<file path="src/tbt_pkg.sv">
// package for the reload down-timer block: register map, field positions,
// count-source codes and the structs that carry grouped signals.
// assumes a 10-bit byte address and a 16-bit register data path.
package tbt_pkg;

  // register byte addresses
  localparam logic [9:0] ADDR_RUN_CTRL  = 10'h380;  // timer_run_control
  localparam logic [9:0] ADDR_PRS_CTRL  = 10'h381;  // prescaler_reset_control
  localparam logic [9:0] ADDR_COUNT0    = 10'h390;  // channel 0 count, channel i at +2*i
  localparam logic [9:0] ADDR_COUNT_STEP = 10'h002; // spacing of count registers
  localparam logic [9:0] ADDR_SRC_SEL   = 10'h3a0;  // count-source select, 3 bits per channel
  localparam logic [9:0] ADDR_IRQ_STS   = 10'h3a1;  // sticky underflow status
  localparam logic [9:0] ADDR_IRQ_MSK   = 10'h3a2;  // interrupt mask

  // field positions
  localparam int RUN_A_LSB    = 0;  // group-A run flags, bits 2:0
  localparam int RUN_B_LSB    = 5;  // group-B run flags, bits 7:5
  localparam int PRS_RST_BIT  = 7;  // prescaler_reset_bit
  localparam int SRC_W        = 3;  // width of one source-select field

  // reset values
  localparam logic [7:0]  RUN_RST = 8'h00;
  localparam logic [8:0]  SRC_RST = 9'h000;
  localparam logic [2:0]  IRQ_RST = 3'h0;
  localparam logic [15:0] CNT_RST = 16'h0000;

  // divider terminal counts (divide by value + 1)
  localparam logic [4:0] DIV2_LAST  = 5'h01;
  localparam logic [4:0] DIV8_LAST  = 5'h07;
  localparam logic [4:0] DIV32_LAST = 5'h1f;

  // count-source select codes
  localparam logic [2:0] SRC_DIV1  = 3'h0;  // base_clock_div1
  localparam logic [2:0] SRC_DIV2  = 3'h1;  // base_clock_div2
  localparam logic [2:0] SRC_DIV8  = 3'h2;  // base_clock_div8
  localparam logic [2:0] SRC_DIV32 = 3'h3;  // base_clock_div32
  localparam logic [2:0] SRC_SUB32 = 3'h4;  // subclock_div32

  // one-cycle enables of the five count sources
  typedef struct packed {
    logic sub32;
    logic div32;
    logic div8;
    logic div2;
    logic div1;
  } tbt_ticks_type;

  // one register-bus request
  typedef struct packed {
    logic        wr;
    logic        rd;
    logic [9:0]  addr;
    logic [15:0] wdata;
  } tbt_bus_req_type;

endpackage

</file>
<file path="src/tbt_prescaler.sv">
// count-source generator: base clock divided by 1, 2, 8, 32 and the
// subclock divided by 32, each as a one-cycle enable.
// assumes i_subclk is a slow level already synchronous to i_clk_sys.
`timescale 1ns/1ps
module tbt_prescaler (
  input  wire logic              i_clk_sys,  // system clock
  input  wire logic              i_srst,     // synchronous reset
  input  wire logic              i_subclk,   // subclock level
  input  wire logic              i_prs_clr,  // restart the timekeeping prescaler
  output tbt_pkg::tbt_ticks_type o_ticks     // count-source enables
);

  logic [4:0]            base_q, base_d;  // free-running base divider
  logic [4:0]            sub_q, sub_d;    // subclock edge counter
  logic                  subl_q, subl_d;  // last subclock level
  tbt_pkg::tbt_ticks_type tk_q, tk_d;     // registered enables

  // next-state of the dividers
  always_comb
  begin
    base_d       = base_q + 5'h01;
    subl_d       = i_subclk;
    sub_d        = sub_q;
    tk_d.div1    = 1'b1;
    tk_d.div2    = (base_q[0:0] == tbt_pkg::DIV2_LAST[0:0]);
    tk_d.div8    = (base_q[2:0] == tbt_pkg::DIV8_LAST[2:0]);
    tk_d.div32   = (base_q == tbt_pkg::DIV32_LAST);
    tk_d.sub32   = 1'b0;
    if (i_prs_clr)
    begin
      sub_d = 5'h00;  // prescaler reinitialised by software
    end
    else if (i_subclk && !subl_q)
    begin
      // count rising subclock edges
      sub_d = sub_q + 5'h01;
      if (sub_q == tbt_pkg::DIV32_LAST)
      begin
        tk_d.sub32 = 1'b1;
      end
    end
  end

  // register the dividers
  always_ff @(posedge i_clk_sys)
  begin
    if (i_srst)
    begin
      base_q <= 5'h00;
      sub_q  <= 5'h00;
      subl_q <= 1'b0;
      tk_q   <= '0;
    end
    else
    begin
      base_q <= base_d;
      sub_q  <= sub_d;
      subl_q <= subl_d;
      tk_q   <= tk_d;
    end
  end

  assign o_ticks = tk_q;

  a_div32_period : assert property (@(posedge i_clk_sys) disable iff (i_srst) tk_q.div32 |-> ##32 tk_q.div32)
    else $error("div32 enable not periodic");
  a_prs_clear : assert property (@(posedge i_clk_sys) disable iff (i_srst) i_prs_clr |=> sub_q == 5'h00)
    else $error("prescaler not cleared");

endmodule

</file>
<file path="src/tbt_channel.sv">
// one 16-bit reload down-counter in timer mode.
// assumes i_tick is a one-cycle enable from the selected count source.
`timescale 1ns/1ps
module tbt_channel (
  input  wire logic        i_clk_sys,  // system clock
  input  wire logic        i_srst,     // synchronous reset
  input  wire logic        i_run,      // channel_run_flag
  input  wire logic        i_tick,     // count-source enable
  input  wire logic        i_wr,       // write to channel_count_register
  input  wire logic [15:0] i_wdata,    // written value
  output logic      [15:0] o_count,    // present count
  output logic             o_uf        // underflow pulse, same edge as reload
);

  typedef enum logic [1:0] {ST_STOP, ST_ARMED, ST_COUNT} tbt_ch_state_type;

  tbt_ch_state_type st_q, st_d;       // stopped / started-no-tick / counting
  logic [15:0]      cnt_q, cnt_d;     // counter
  logic [15:0]      rld_q, rld_d;     // reload register
  logic             uf_q, uf_d;       // underflow pulse

  // next-state of the counter
  always_comb
  begin
    st_d  = st_q;
    cnt_d = cnt_q;
    rld_d = rld_q;
    uf_d  = 1'b0;
    unique case (st_q)
      ST_STOP:
      begin
        if (i_wr)
        begin
          rld_d = i_wdata;
          cnt_d = i_wdata;
        end
        if (i_run)
        begin
          st_d = ST_ARMED;
        end
      end
      ST_ARMED:
      begin
        if (i_wr)
        begin
          rld_d = i_wdata;
          cnt_d = i_wdata;
        end
        else if (i_tick)
        begin
          // first pulse counts like any other
          if (cnt_q == 16'h0000)
          begin
            cnt_d = rld_q;
            uf_d  = 1'b1;
          end
          else
          begin
            cnt_d = cnt_q - 16'h0001;
          end
        end
        if (!i_run)
        begin
          st_d = ST_STOP;
        end
        else if (i_tick)
        begin
          st_d = ST_COUNT;
        end
      end
      ST_COUNT:
      begin
        if (i_wr)
        begin
          rld_d = i_wdata;
        end
        if (i_tick)
        begin
          if (cnt_q == 16'h0000)
          begin
            cnt_d = rld_q;
            uf_d  = 1'b1;
          end
          else
          begin
            cnt_d = cnt_q - 16'h0001;
          end
        end
        if (!i_run)
        begin
          st_d  = ST_STOP;
          cnt_d = cnt_q;    // halt holds the count
          uf_d  = 1'b0;
        end
      end
      default:
      begin
        st_d = ST_STOP;
      end
    endcase
  end

  // register the counter
  always_ff @(posedge i_clk_sys)
  begin
    if (i_srst)
    begin
      st_q  <= ST_STOP;
      cnt_q <= tbt_pkg::CNT_RST;
      rld_q <= tbt_pkg::CNT_RST;
      uf_q  <= 1'b0;
    end
    else
    begin
      st_q  <= st_d;
      cnt_q <= cnt_d;
      rld_q <= rld_d;
      uf_q  <= uf_d;
    end
  end

  assign o_count = cnt_q;
  assign o_uf    = uf_q;

  a_reload_on_uf : assert property (@(posedge i_clk_sys) disable iff (i_srst) (st_q == ST_COUNT && i_run && i_tick && cnt_q == 16'h0000) |=> (uf_q && cnt_q == $past(rld_q)))
    else $error("no reload on underflow");
  a_decrement : assert property (@(posedge i_clk_sys) disable iff (i_srst) (st_q == ST_COUNT && i_run && i_tick && cnt_q != 16'h0000) |=> (cnt_q == $past(cnt_q) - 16'h0001 && !uf_q))
    else $error("count did not decrement");
  a_hold_stopped : assert property (@(posedge i_clk_sys) disable iff (i_srst) (st_q == ST_STOP && !i_wr) |=> cnt_q == $past(cnt_q))
    else $error("stopped counter moved");
  a_write_idle : assert property (@(posedge i_clk_sys) disable iff (i_srst) (st_q != ST_COUNT && i_wr) |=> (cnt_q == $past(i_wdata) && rld_q == $past(i_wdata)))
    else $error("idle write not loaded in both");
  a_write_count : assert property (@(posedge i_clk_sys) disable iff (i_srst) (st_q == ST_COUNT && i_run && i_wr && !i_tick) |=> (cnt_q == $past(cnt_q) && rld_q == $past(i_wdata)))
    else $error("counting write touched counter");

endmodule

</file>
<file path="src/tbt_timer.sv">
// top of the reload down-timer block: register slave, count-source
// selection, three counters and the underflow interrupt.
// assumes a master that issues one-cycle strobes and reads data one
// cycle after the read strobe; never waits.
`timescale 1ns/1ps
module tbt_timer (
  input  wire logic        i_clk_sys,     // system clock, 125 MHz
  input  wire logic        i_srst,        // synchronous reset, active high
  input  wire logic [9:0]  i_addr,        // register byte address
  input  wire logic [15:0] i_wdata,       // write data
  input  wire logic        i_wr,          // write strobe
  input  wire logic        i_rd,          // read strobe
  input  wire logic        i_subclk,      // subclock level
  output logic      [15:0] o_rdata,       // read data, cycle after i_rd
  output logic             o_irq,         // level interrupt
  output logic      [2:0]  o_group_a_run, // group-A run flags to that group
  output logic      [2:0]  o_underflow    // per-channel underflow pulses
);

  // packed bus request
  tbt_pkg::tbt_bus_req_type req;          // incoming request
  tbt_pkg::tbt_ticks_type   ticks;        // count-source enables

  // register state
  logic [7:0]  run_q, run_d;              // timer_run_control
  logic [8:0]  src_q, src_d;              // source select fields
  logic [2:0]  sts_q, sts_d;              // sticky underflow status
  logic [2:0]  msk_q, msk_d;              // interrupt mask
  logic [15:0] rdata_q, rdata_d;          // read data
  logic        irq_q, irq_d;              // interrupt output
  logic        prs_clr;                   // prescaler restart pulse

  // per-channel wiring
  logic [15:0] cnt [3];                   // present counts
  logic [2:0]  uf;                        // underflow pulses
  logic [2:0]  tick;                      // selected enables
  logic [2:0]  cnt_wr;                    // count register writes

  assign req.wr    = i_wr;
  assign req.rd    = i_rd;
  assign req.addr  = i_addr;
  assign req.wdata = i_wdata;

  // timekeeping prescaler restarts on a one written to its bit
  assign prs_clr = req.wr && (req.addr == tbt_pkg::ADDR_PRS_CTRL)
                   && req.wdata[tbt_pkg::PRS_RST_BIT];

  // count-source generator
  tbt_prescaler u_prescaler (
    .i_clk_sys (i_clk_sys),
    .i_srst    (i_srst),
    .i_subclk  (i_subclk),
    .i_prs_clr (prs_clr),
    .o_ticks   (ticks)
  );

  // one counter per channel; no external input pin reaches them
  genvar gi;
  generate
    for (gi = 0; gi < 3; gi++)
    begin : g_ch
      logic [2:0] sel;                    // this channel's source code
      assign sel = src_q[gi*tbt_pkg::SRC_W +: tbt_pkg::SRC_W];
      // pick one of five internal sources
      always_comb
      begin
        case (sel)
          tbt_pkg::SRC_DIV1:  tick[gi] = ticks.div1;
          tbt_pkg::SRC_DIV2:  tick[gi] = ticks.div2;
          tbt_pkg::SRC_DIV8:  tick[gi] = ticks.div8;
          tbt_pkg::SRC_DIV32: tick[gi] = ticks.div32;
          tbt_pkg::SRC_SUB32: tick[gi] = ticks.sub32;
          default:            tick[gi] = 1'b0;  // unused codes give no pulses
        endcase
      end
      // count register write decode
      assign cnt_wr[gi] = req.wr && (req.addr == tbt_pkg::ADDR_COUNT0
                          + tbt_pkg::ADDR_COUNT_STEP * 10'(gi));
      // counter; only internal enables feed it
      tbt_channel u_ch (
        .i_clk_sys (i_clk_sys),
        .i_srst    (i_srst),
        .i_run     (run_q[tbt_pkg::RUN_B_LSB + gi]),
        .i_tick    (tick[gi]),
        .i_wr      (cnt_wr[gi]),
        .i_wdata   (req.wdata),
        .o_count   (cnt[gi]),
        .o_uf      (uf[gi])
      );
    end
  endgenerate

  // register writes, status capture and read mux
  always_comb
  begin
    run_d   = run_q;
    src_d   = src_q;
    msk_d   = msk_q;
    rdata_d = 16'h0000;
    // sticky status: a write of one clears, a new underflow wins
    sts_d   = sts_q;
    if (req.wr && req.addr == tbt_pkg::ADDR_IRQ_STS)
    begin
      sts_d = sts_q & ~req.wdata[2:0];
    end
    sts_d = sts_d | uf;
    if (req.wr)
    begin
      unique case (req.addr)
        tbt_pkg::ADDR_RUN_CTRL:
        begin
          run_d[tbt_pkg::RUN_B_LSB +: 3] = req.wdata[tbt_pkg::RUN_B_LSB +: 3];
          run_d[tbt_pkg::RUN_A_LSB +: 3] = req.wdata[tbt_pkg::RUN_A_LSB +: 3];
          run_d[4:3] = 2'h0;
        end
        tbt_pkg::ADDR_SRC_SEL:
        begin
          src_d = req.wdata[8:0];
        end
        tbt_pkg::ADDR_IRQ_MSK:
        begin
          msk_d = req.wdata[2:0];
        end
        default:
        begin
          // other addresses store nothing here
        end
      endcase
    end
    if (req.rd)
    begin
      unique case (req.addr)
        tbt_pkg::ADDR_RUN_CTRL: rdata_d = {8'h00, run_q};
        tbt_pkg::ADDR_PRS_CTRL: rdata_d = 16'h0000;
        tbt_pkg::ADDR_SRC_SEL:  rdata_d = {7'h00, src_q};
        tbt_pkg::ADDR_IRQ_STS:  rdata_d = {13'h0000, sts_q};
        tbt_pkg::ADDR_IRQ_MSK:  rdata_d = {13'h0000, msk_q};
        tbt_pkg::ADDR_COUNT0:   rdata_d = cnt[0];
        tbt_pkg::ADDR_COUNT0 + tbt_pkg::ADDR_COUNT_STEP:
          rdata_d = cnt[1];
        tbt_pkg::ADDR_COUNT0 + 10'h004:
          rdata_d = cnt[2];
        default:                rdata_d = 16'h0000;  // unmapped reads zero
      endcase
    end
    irq_d = |(sts_d & msk_d);
  end

  // register the slave state
  always_ff @(posedge i_clk_sys)
  begin
    if (i_srst)
    begin
      run_q   <= tbt_pkg::RUN_RST;
      src_q   <= tbt_pkg::SRC_RST;
      sts_q   <= tbt_pkg::IRQ_RST;
      msk_q   <= tbt_pkg::IRQ_RST;
      rdata_q <= 16'h0000;
      irq_q   <= 1'b0;
    end
    else
    begin
      run_q   <= run_d;
      src_q   <= src_d;
      sts_q   <= sts_d;
      msk_q   <= msk_d;
      rdata_q <= rdata_d;
      irq_q   <= irq_d;
    end
  end

  assign o_rdata       = rdata_q;
  assign o_irq         = irq_q;
  assign o_group_a_run = run_q[tbt_pkg::RUN_A_LSB +: 3];
  assign o_underflow   = uf;

  a_run_write : assert property (@(posedge i_clk_sys) disable iff (i_srst)
    (i_wr && i_addr == tbt_pkg::ADDR_RUN_CTRL) |=> (run_q[7:5] == $past(i_wdata[7:5])))
    else $error("group-B run flags not written");
  a_run_a_out : assert property (@(posedge i_clk_sys) disable iff (i_srst)
    (i_wr && i_addr == tbt_pkg::ADDR_RUN_CTRL) |=> (o_group_a_run == $past(i_wdata[2:0])))
    else $error("group-A run flags not written");
  a_gap_zero : assert property (@(posedge i_clk_sys) disable iff (i_srst)
    (i_rd && i_addr == tbt_pkg::ADDR_RUN_CTRL) |=> (o_rdata[4:3] == 2'h0))
    else $error("unassigned run bits not zero");
  a_prs_read : assert property (@(posedge i_clk_sys) disable iff (i_srst)
    (i_rd && i_addr == tbt_pkg::ADDR_PRS_CTRL) |=> (o_rdata == 16'h0000))
    else $error("prescaler register read nonzero");
  a_count_read : assert property (@(posedge i_clk_sys) disable iff (i_srst)
    (i_rd && i_addr == tbt_pkg::ADDR_COUNT0) |=> (o_rdata == $past(cnt[0])))
    else $error("count read mismatch");
  a_uf_status : assert property (@(posedge i_clk_sys) disable iff (i_srst)
    uf[0] |=> sts_q[0])
    else $error("underflow did not set status");
  a_irq_level : assert property (@(posedge i_clk_sys) disable iff (i_srst)
    (|(sts_q & msk_q)) |-> o_irq)
    else $error("interrupt low with pending status");

endmodule

</file>
<file path="config.mk">
export PLATFORM = sky130hd
export DESIGN_NAME = tbt_timer
export DESIGN_NICKNAME = d
export VERILOG_FILES = /design/src/tbt_pkg.sv /design/src/tbt_prescaler.sv /design/src/tbt_channel.sv /design/src/tbt_timer.sv
export SDC_FILE = /design/constraint.sdc
export NUM_CORES = 1
export LEC_CHECK = 0
export BUFFER_PORTS_ARGS = -buffer_cell sky130_fd_sc_hd__buf_2
export CAP_MARGIN = 10
export CORE_ASPECT_RATIO = 1.75
export CORE_MARGIN = 2
export CORE_UTILIZATION = 40
export CTS_CLUSTER_DIAMETER = 80
export DETAILED_ROUTE_END_ITERATION = 8
export PLACE_DENSITY = 0.55
export SLEW_MARGIN = 40
export SYNTH_ARGS = -nofsm -noshare
export SYNTH_HDL_FRONTEND = slang
export SYNTH_HIERARCHICAL = 1
export SYNTH_SLANG_ARGS = --single-unit
</file>
<file path="constraint.sdc">
create_clock -name i_clk_sys -period 5 [get_ports i_clk_sys]
set_input_delay 0.5 -clock i_clk_sys [delete_from_list [all_inputs] [get_ports i_clk_sys]]
set_output_delay 0.5 -clock i_clk_sys [all_outputs]
set_load 0.01 [all_outputs]
</file>
Word-level counts from Yosys, hierarchy flattened
Index checks and enable logic that the tools add are counted.
Operators by class
  add/sub/neg operators: 5
  eq/ne operators: 44
  multiplexer cells: 57
  bitwise gates (word level): 6
  reduce and logical (&&, ||, !) cells: 38
Operator list (number)
  16-bit 2-to-1 mux: 15
  16-bit one-hot mux with 3 select lines: 3
  16-bit one-hot mux with 7 select lines: 1
  10-bit equality test, second input constant: 8
  16-bit logical NOT: 3
  16-bit by 1-bit subtractor with 16-bit output, second input constant: 3
  2-bit 2-to-1 mux: 12
  3-bit by 2-bit equality test with 1-bit output, second input constant: 6
  2-bit != test, second input constant: 9
  2-bit one-hot mux with 3 select lines: 3
  3-bit AND reduction: 6
  1-bit one-hot mux with 5 select lines: 3
  3-bit OR reduction: 5
  1-bit 2-to-1 mux: 14
  3-bit equality test, second input constant: 4
  5-bit by 1-bit adder with 5-bit output, second input constant: 2
  5-bit equality test, second input constant: 2
  2-bit AND reduction: 5
  3-bit by 1-bit equality test with 1-bit output, second input constant: 3
  3-bit logical NOT: 3
  3-bit 2-to-1 mux: 3
  3-bit by 2-bit != test with 1-bit output, second input constant: 3
  3-bit nonzero test: 3
  1-bit logical AND: 7
  11 further kinds: 24
Word-level totals
  bits in registers: 159

Longest topological paths before layout
  depth after elaboration: 6
  depth in mapped cells: 10
  depth with buffers taken out: 8

By module
The synthesis kept the hierarchy.
By module, submodules not included
  tbt_channel (g_ch[0].u_ch ...): times used 2, cells each 308, area each 2287.2 sq um, seq. area each 700.7 sq um
  tbt_channel (g_ch[2].u_ch): times used 1, cells each 327, area each 2464.9 sq um, seq. area each 700.7 sq um
  tbt_timer: times used 1, cells each 212, area each 1926.8 sq um, seq. area each 760.7 sq um
  tbt_prescaler: times used 1, cells each 57, area each 586.8 sq um, seq. area each 320.3 sq um

Worst setup path before layout
OpenSTA, ideal clock, no wires.
  path type: input -> register
  start point: input i_addr[2]
  end point: register g_ch[0].u_ch.cnt_q[12]
  arrival time: 3.080 ns
  data required time: 4.872 ns
  path slack: 1.792 ns
  cell stages on the path: 9
  cell sequence: nand4bb_4 > buf_2 > nor4_1 > nor2b_1 > or3_1 > clkbuf_1 > or4_1 > a31oi_1 > o32ai_1
On the way
  cells in the longest elaborated chain, start to end: 4
  elaborated cells on any way between the ends: 6
Ends and longest elaborated chain
  start, declared: RTL line tbt_timer.sv:9  | input wire logic [9:0] i_addr,
  10-bit equality test *: RTL line tbt_timer.sv:77  | assign cnt_wr[gi] = req.wr && (req.addr == tbt_pkg::ADDR_COUNT0
  1-bit logical AND *: RTL line tbt_timer.sv:77
  named net cnt_wr[0]: RTL line tbt_timer.sv:37  | logic [2:0] cnt_wr;
  16-bit 2-to-1 mux / 2-bit by 1-bit != test with 1-bit output (equally long branches)
  16-bit one-hot mux with 3 select lines / 3-bit AND reduction (equally long branches)
  end signal, assigned: RTL line tbt_channel.sv:109  | cnt_q <= tbt_pkg::CNT_RST;
  end signal, assigned: RTL line tbt_channel.sv:116  | cnt_q <= cnt_d;
  end, declared: RTL line tbt_channel.sv:18  | logic [15:0] cnt_q, cnt_d;
Mark *: on every way through the listed nets, which the timed path passes. The rest lies on a longest branch.
A chain may end at the register's enable or synchronous reset.

Worst setup path after layout
  start point: input i_addr[6]
  end point: register g_ch[0].u_ch.cnt_q[12]
Same word-level chain as after synthesis.

==> reports/results.tsv <==
stage	metric	value	unit
outcome	status	complete, no violations	
logic_synthesis	synthTopCellsByArea	dfxtp_1 33%, a21oi_1 8.1%, nand2_1 6.4%	
global_route	first_global_vias	9637	
logic_synthesis	synth_top_area_cell	dfxtp_1	
cells_and_area	diodes	0	
clock_tree	clock_sinks	159	
cells_and_area	final_cell_mix	164 x nand2_1, 159 x dfxtp_1, 154 x a21oi_1, 61 x nor2_1, 55 x o21ai_0	
pwr	p_total	2.82	mW
cells_and_area	finish.instance_area	10600	sq um
floorplan	start_util	40.8	%
global_route	grt_antenna_before_repair	0	
pwr	switchingPower	0.715	mW
logic_synthesis	async_flop_share	0	%
global_route	grt_pass1_wl	57300	um
setup_path	critPathBufInv	2	
logic_synthesis	synth.distinct_cells	85	
setup_path	critical_path_class	in -> reg	
floorplan	die_h	208	um
floorplan	fp-row-count	74	
floorplan	io_pins	54	
pwr	combinationalPowerShare	6.0	%
cells_and_area	fin_cells	1527	
clock_tree	clk_latency	460	ps
setup_path	crit_path_end_kind	flip-flop	
clock_tree	htree_levels	4	
setup_path	path_max_fanout	19	
route	via_per_inst	6.55	
global_route	grt_max_degree	76	
logic_synthesis	ys_ff_latch	159	
timing	rsz0062_at_grt	no	
global_route	grt_usage	30.0	%
pwr	static-leakage-power	3.79	nW
clock_tree	hold_buffers	0	
route	drtIter0Drc	1006	
logic_synthesis	synth-main-ff-cell	dfxtp_1	
pwr	p_int	2.11	mW
cells_and_area	final_core_util	45.3	%
clock_tree	clk_pin_slew	60	ps
setup_path	worst_ep_arrival_time	3440	ps
pwr	p_clk_share	48.7	%
setup_path	r2r-start	src_q[3]	
route	route.detailed.drc	0	
logic_synthesis	synth_top_area_share	33.3	%
timing	tightest_slew	812	ps
setup_path	critPathSlowestCell	or4_1	
timing	fin_crit_sh	62.4	%
clock_tree	cts_tree	built	
route	first_pass_iters	7	
logic_synthesis	ys_seq_area_share	33.3	%
clock_tree	ctsLongestPathBuffers	2	
route	dr_total_vias	9995	
clock_tree	cts_buffers	17	
logic_synthesis	syn-num-nets	1266	
placement	dpl.cell_count	1495	
min_path	hp-start	i_subclk	
run	drv_cap	0	
cells_and_area	multi_input_area	5880	sq um
placement	dpl_cell_area	10000	sq um
route	wirelength	37500	um
setup_path	slowest_delay	620	ps
route	ant_nets	0	
timing	fin_setup_tns	0	ps
cells_and_area	fillCellCount	2371	
pwr	swShare	25.3	%
global_route	grt-ovfl-total	0	
clock_tree	cts_setup_buffers	0	
setup_path	path_cells	buf_2 > nand4bb_1 > nor4_1 > buf_4 > nor2b_1 > or3_1 > or4_1 > a31oi_1 > o32ai_1	
placement	place_ws	1440	ps
pwr	peakVddDrop	0.000216	V
timing	clock_skew	10.6	ps
clock_tree	root_buffer	clkbuf_16	
logic_synthesis	synth_area	9550	sq um
cells_and_area	fin_nets	1264	
setup_path	start_kind	input port	
placement	port-buffer-count	53	
route	wl_per_cell	24.6	um
cells_and_area	register_area	3180	sq um
setup_path	cp.required	5320	ps
logic_synthesis	post_synth.cell_area_avg	7.88	sq um
timing	hold_viol	0	
logic_synthesis	syn_inst	1212	
cells_and_area	syn2layout_area_growth	11.2	%
placement	place_hpwl	26800	um
timing	relSlewSlack	45.5	%
logic_synthesis	synth_edf_count	0	
floorplan	die_w	121	um
timing	fin_ws	1880	ps
timing	fin_crit	3120	ps
timing	setup_violations	0	
pwr	seq_power_share	45.2	%
pwr	powerDensity	266	nW/um^2
timing	slew_viol_final	0	
floorplan	core_region_area	23400	sq um
cells_and_area	layout_commonest_cell	nand2_1	
logic_synthesis	yosys_warnings	6	
placement	place_congestion	0.991	
timing	whs	330	ps
cells_and_area	final_layout_size_suffix_gt1_share	13.7	%
clock_tree	cts-resized-gates	0	
timing	fmax	321	MHz
setup_path	timing.critical_path.from	i_addr[6]	
floorplan	dieArea	25200	sq um
min_path	hold_path.class	in -> reg	
setup_path	critical_path.top_delay_family	simple AND/OR/NAND/NOR gates	
## worst register-to-register path: stages, from the launching register on
cell,delay [ps]
dfxtp_1,370
mux4_2,350
inv_1,40
o32ai_2,150
buf_4,280
inv_1,190
or4_1,680
or4_1,550
a32oi_1,220
nor3_1,80
## power groups by stage
| stage | logic, mW | registers (mW) | clock network (mW) |
|---|---|---|---|
| 2_1_floorplan | 0.0847 | 1.30 | 0 |
| 3_3_place_gp | 0.165 | 1.30 | 0 |
| 3_5_place_dp | 0.166 | 1.31 | 0 |
| 4_1_cts | 0.166 | 1.28 | 1.40 |
| 5_1_grt | 0.180 | 1.28 | 1.46 |
| 6_report | 0.171 | 1.28 | 1.38 |
## Yosys cell counts, types with 14 or more instances
| library cell | n |
|---|---|
| o21ai_0 | 56 |
| clkbuf_1 | 70 |
| inv_1 | 42 |
| nor4_1 | 24 |
| nand2_1 | 164 |
| nand4_1 | 14 |
| nor2_1 | 63 |
| ha_1 | 23 |
| dfxtp_1 | 159 |
| a211oi_1 | 28 |
| or3_1 | 16 |
| a22oi_1 | 14 |
| a21oi_1 | 154 |
| a222oi_1 | 14 |
| nor3_1 | 28 |
| nor2b_1 | 21 |
| nand3_1 | 36 |
| and3_1 | 15 |
| a221oi_1 | 15 |
## sequential cells by signal, indices dropped and copies added, names as in the netlist
| signal | flops |
|---|---|
| o_irq | 1 |
| u_prescaler/sub_q | 5 |
| u_prescaler/subl_q | 1 |
| u_prescaler/o_ticks | 5 |
| g_ch.u_ch/st_q | 6 |
| g_ch.u_ch/rld_q | 48 |
| src_q | 9 |
| sts_q | 3 |
| o_rdata | 16 |
| u_prescaler/base_q | 5 |
| run_q | 6 |
| msk_q | 3 |
| g_ch.u_ch/o_uf | 3 |
| g_ch.u_ch/o_count | 48 |
## kinds of logic after synthesis
group / share of synthesized area [%]
adders and majority gates: 3.01
xor gates and xnor gates: 0.275
buffers and inverters: 5.88
and+or+nand+nor: 27.1
DFF: 33.3
muxes: 2.82
AOI/OAI and AO/OA: 27.6
## layer usage
layer,vias to the layer above,global-route usage [%],wire [um]
met5,-,0,0
met4,0,19.2,2360
met3,150,4.71,2320
met2,512,53.0,19300
met1,4781,32.5,13500
li1,4552,-,-
## layout make-up
type,count,area share [%]
repair buffers,69,3.77
inverters,43,1.52
flip-flops and latches,159,30.0
clock buffers,17,4.01
well taps,304,3.58
multi-input cells,920,55.4
clock inverters,15,1.77
## worst paths after layout
kind                            slack, ps  cells after the start                       end
worst max register to register       1990                      9  g_ch[1].u_ch/o_count[10]
worst min register to register        450                      2     g_ch[1].u_ch/rld_q[4]
worst min-delay path                  330                      2        u_prescaler/subl_q
worst max-delay path                 1880                      9  g_ch[0].u_ch/o_count[12]
Power figures use the tool's default switching activity.
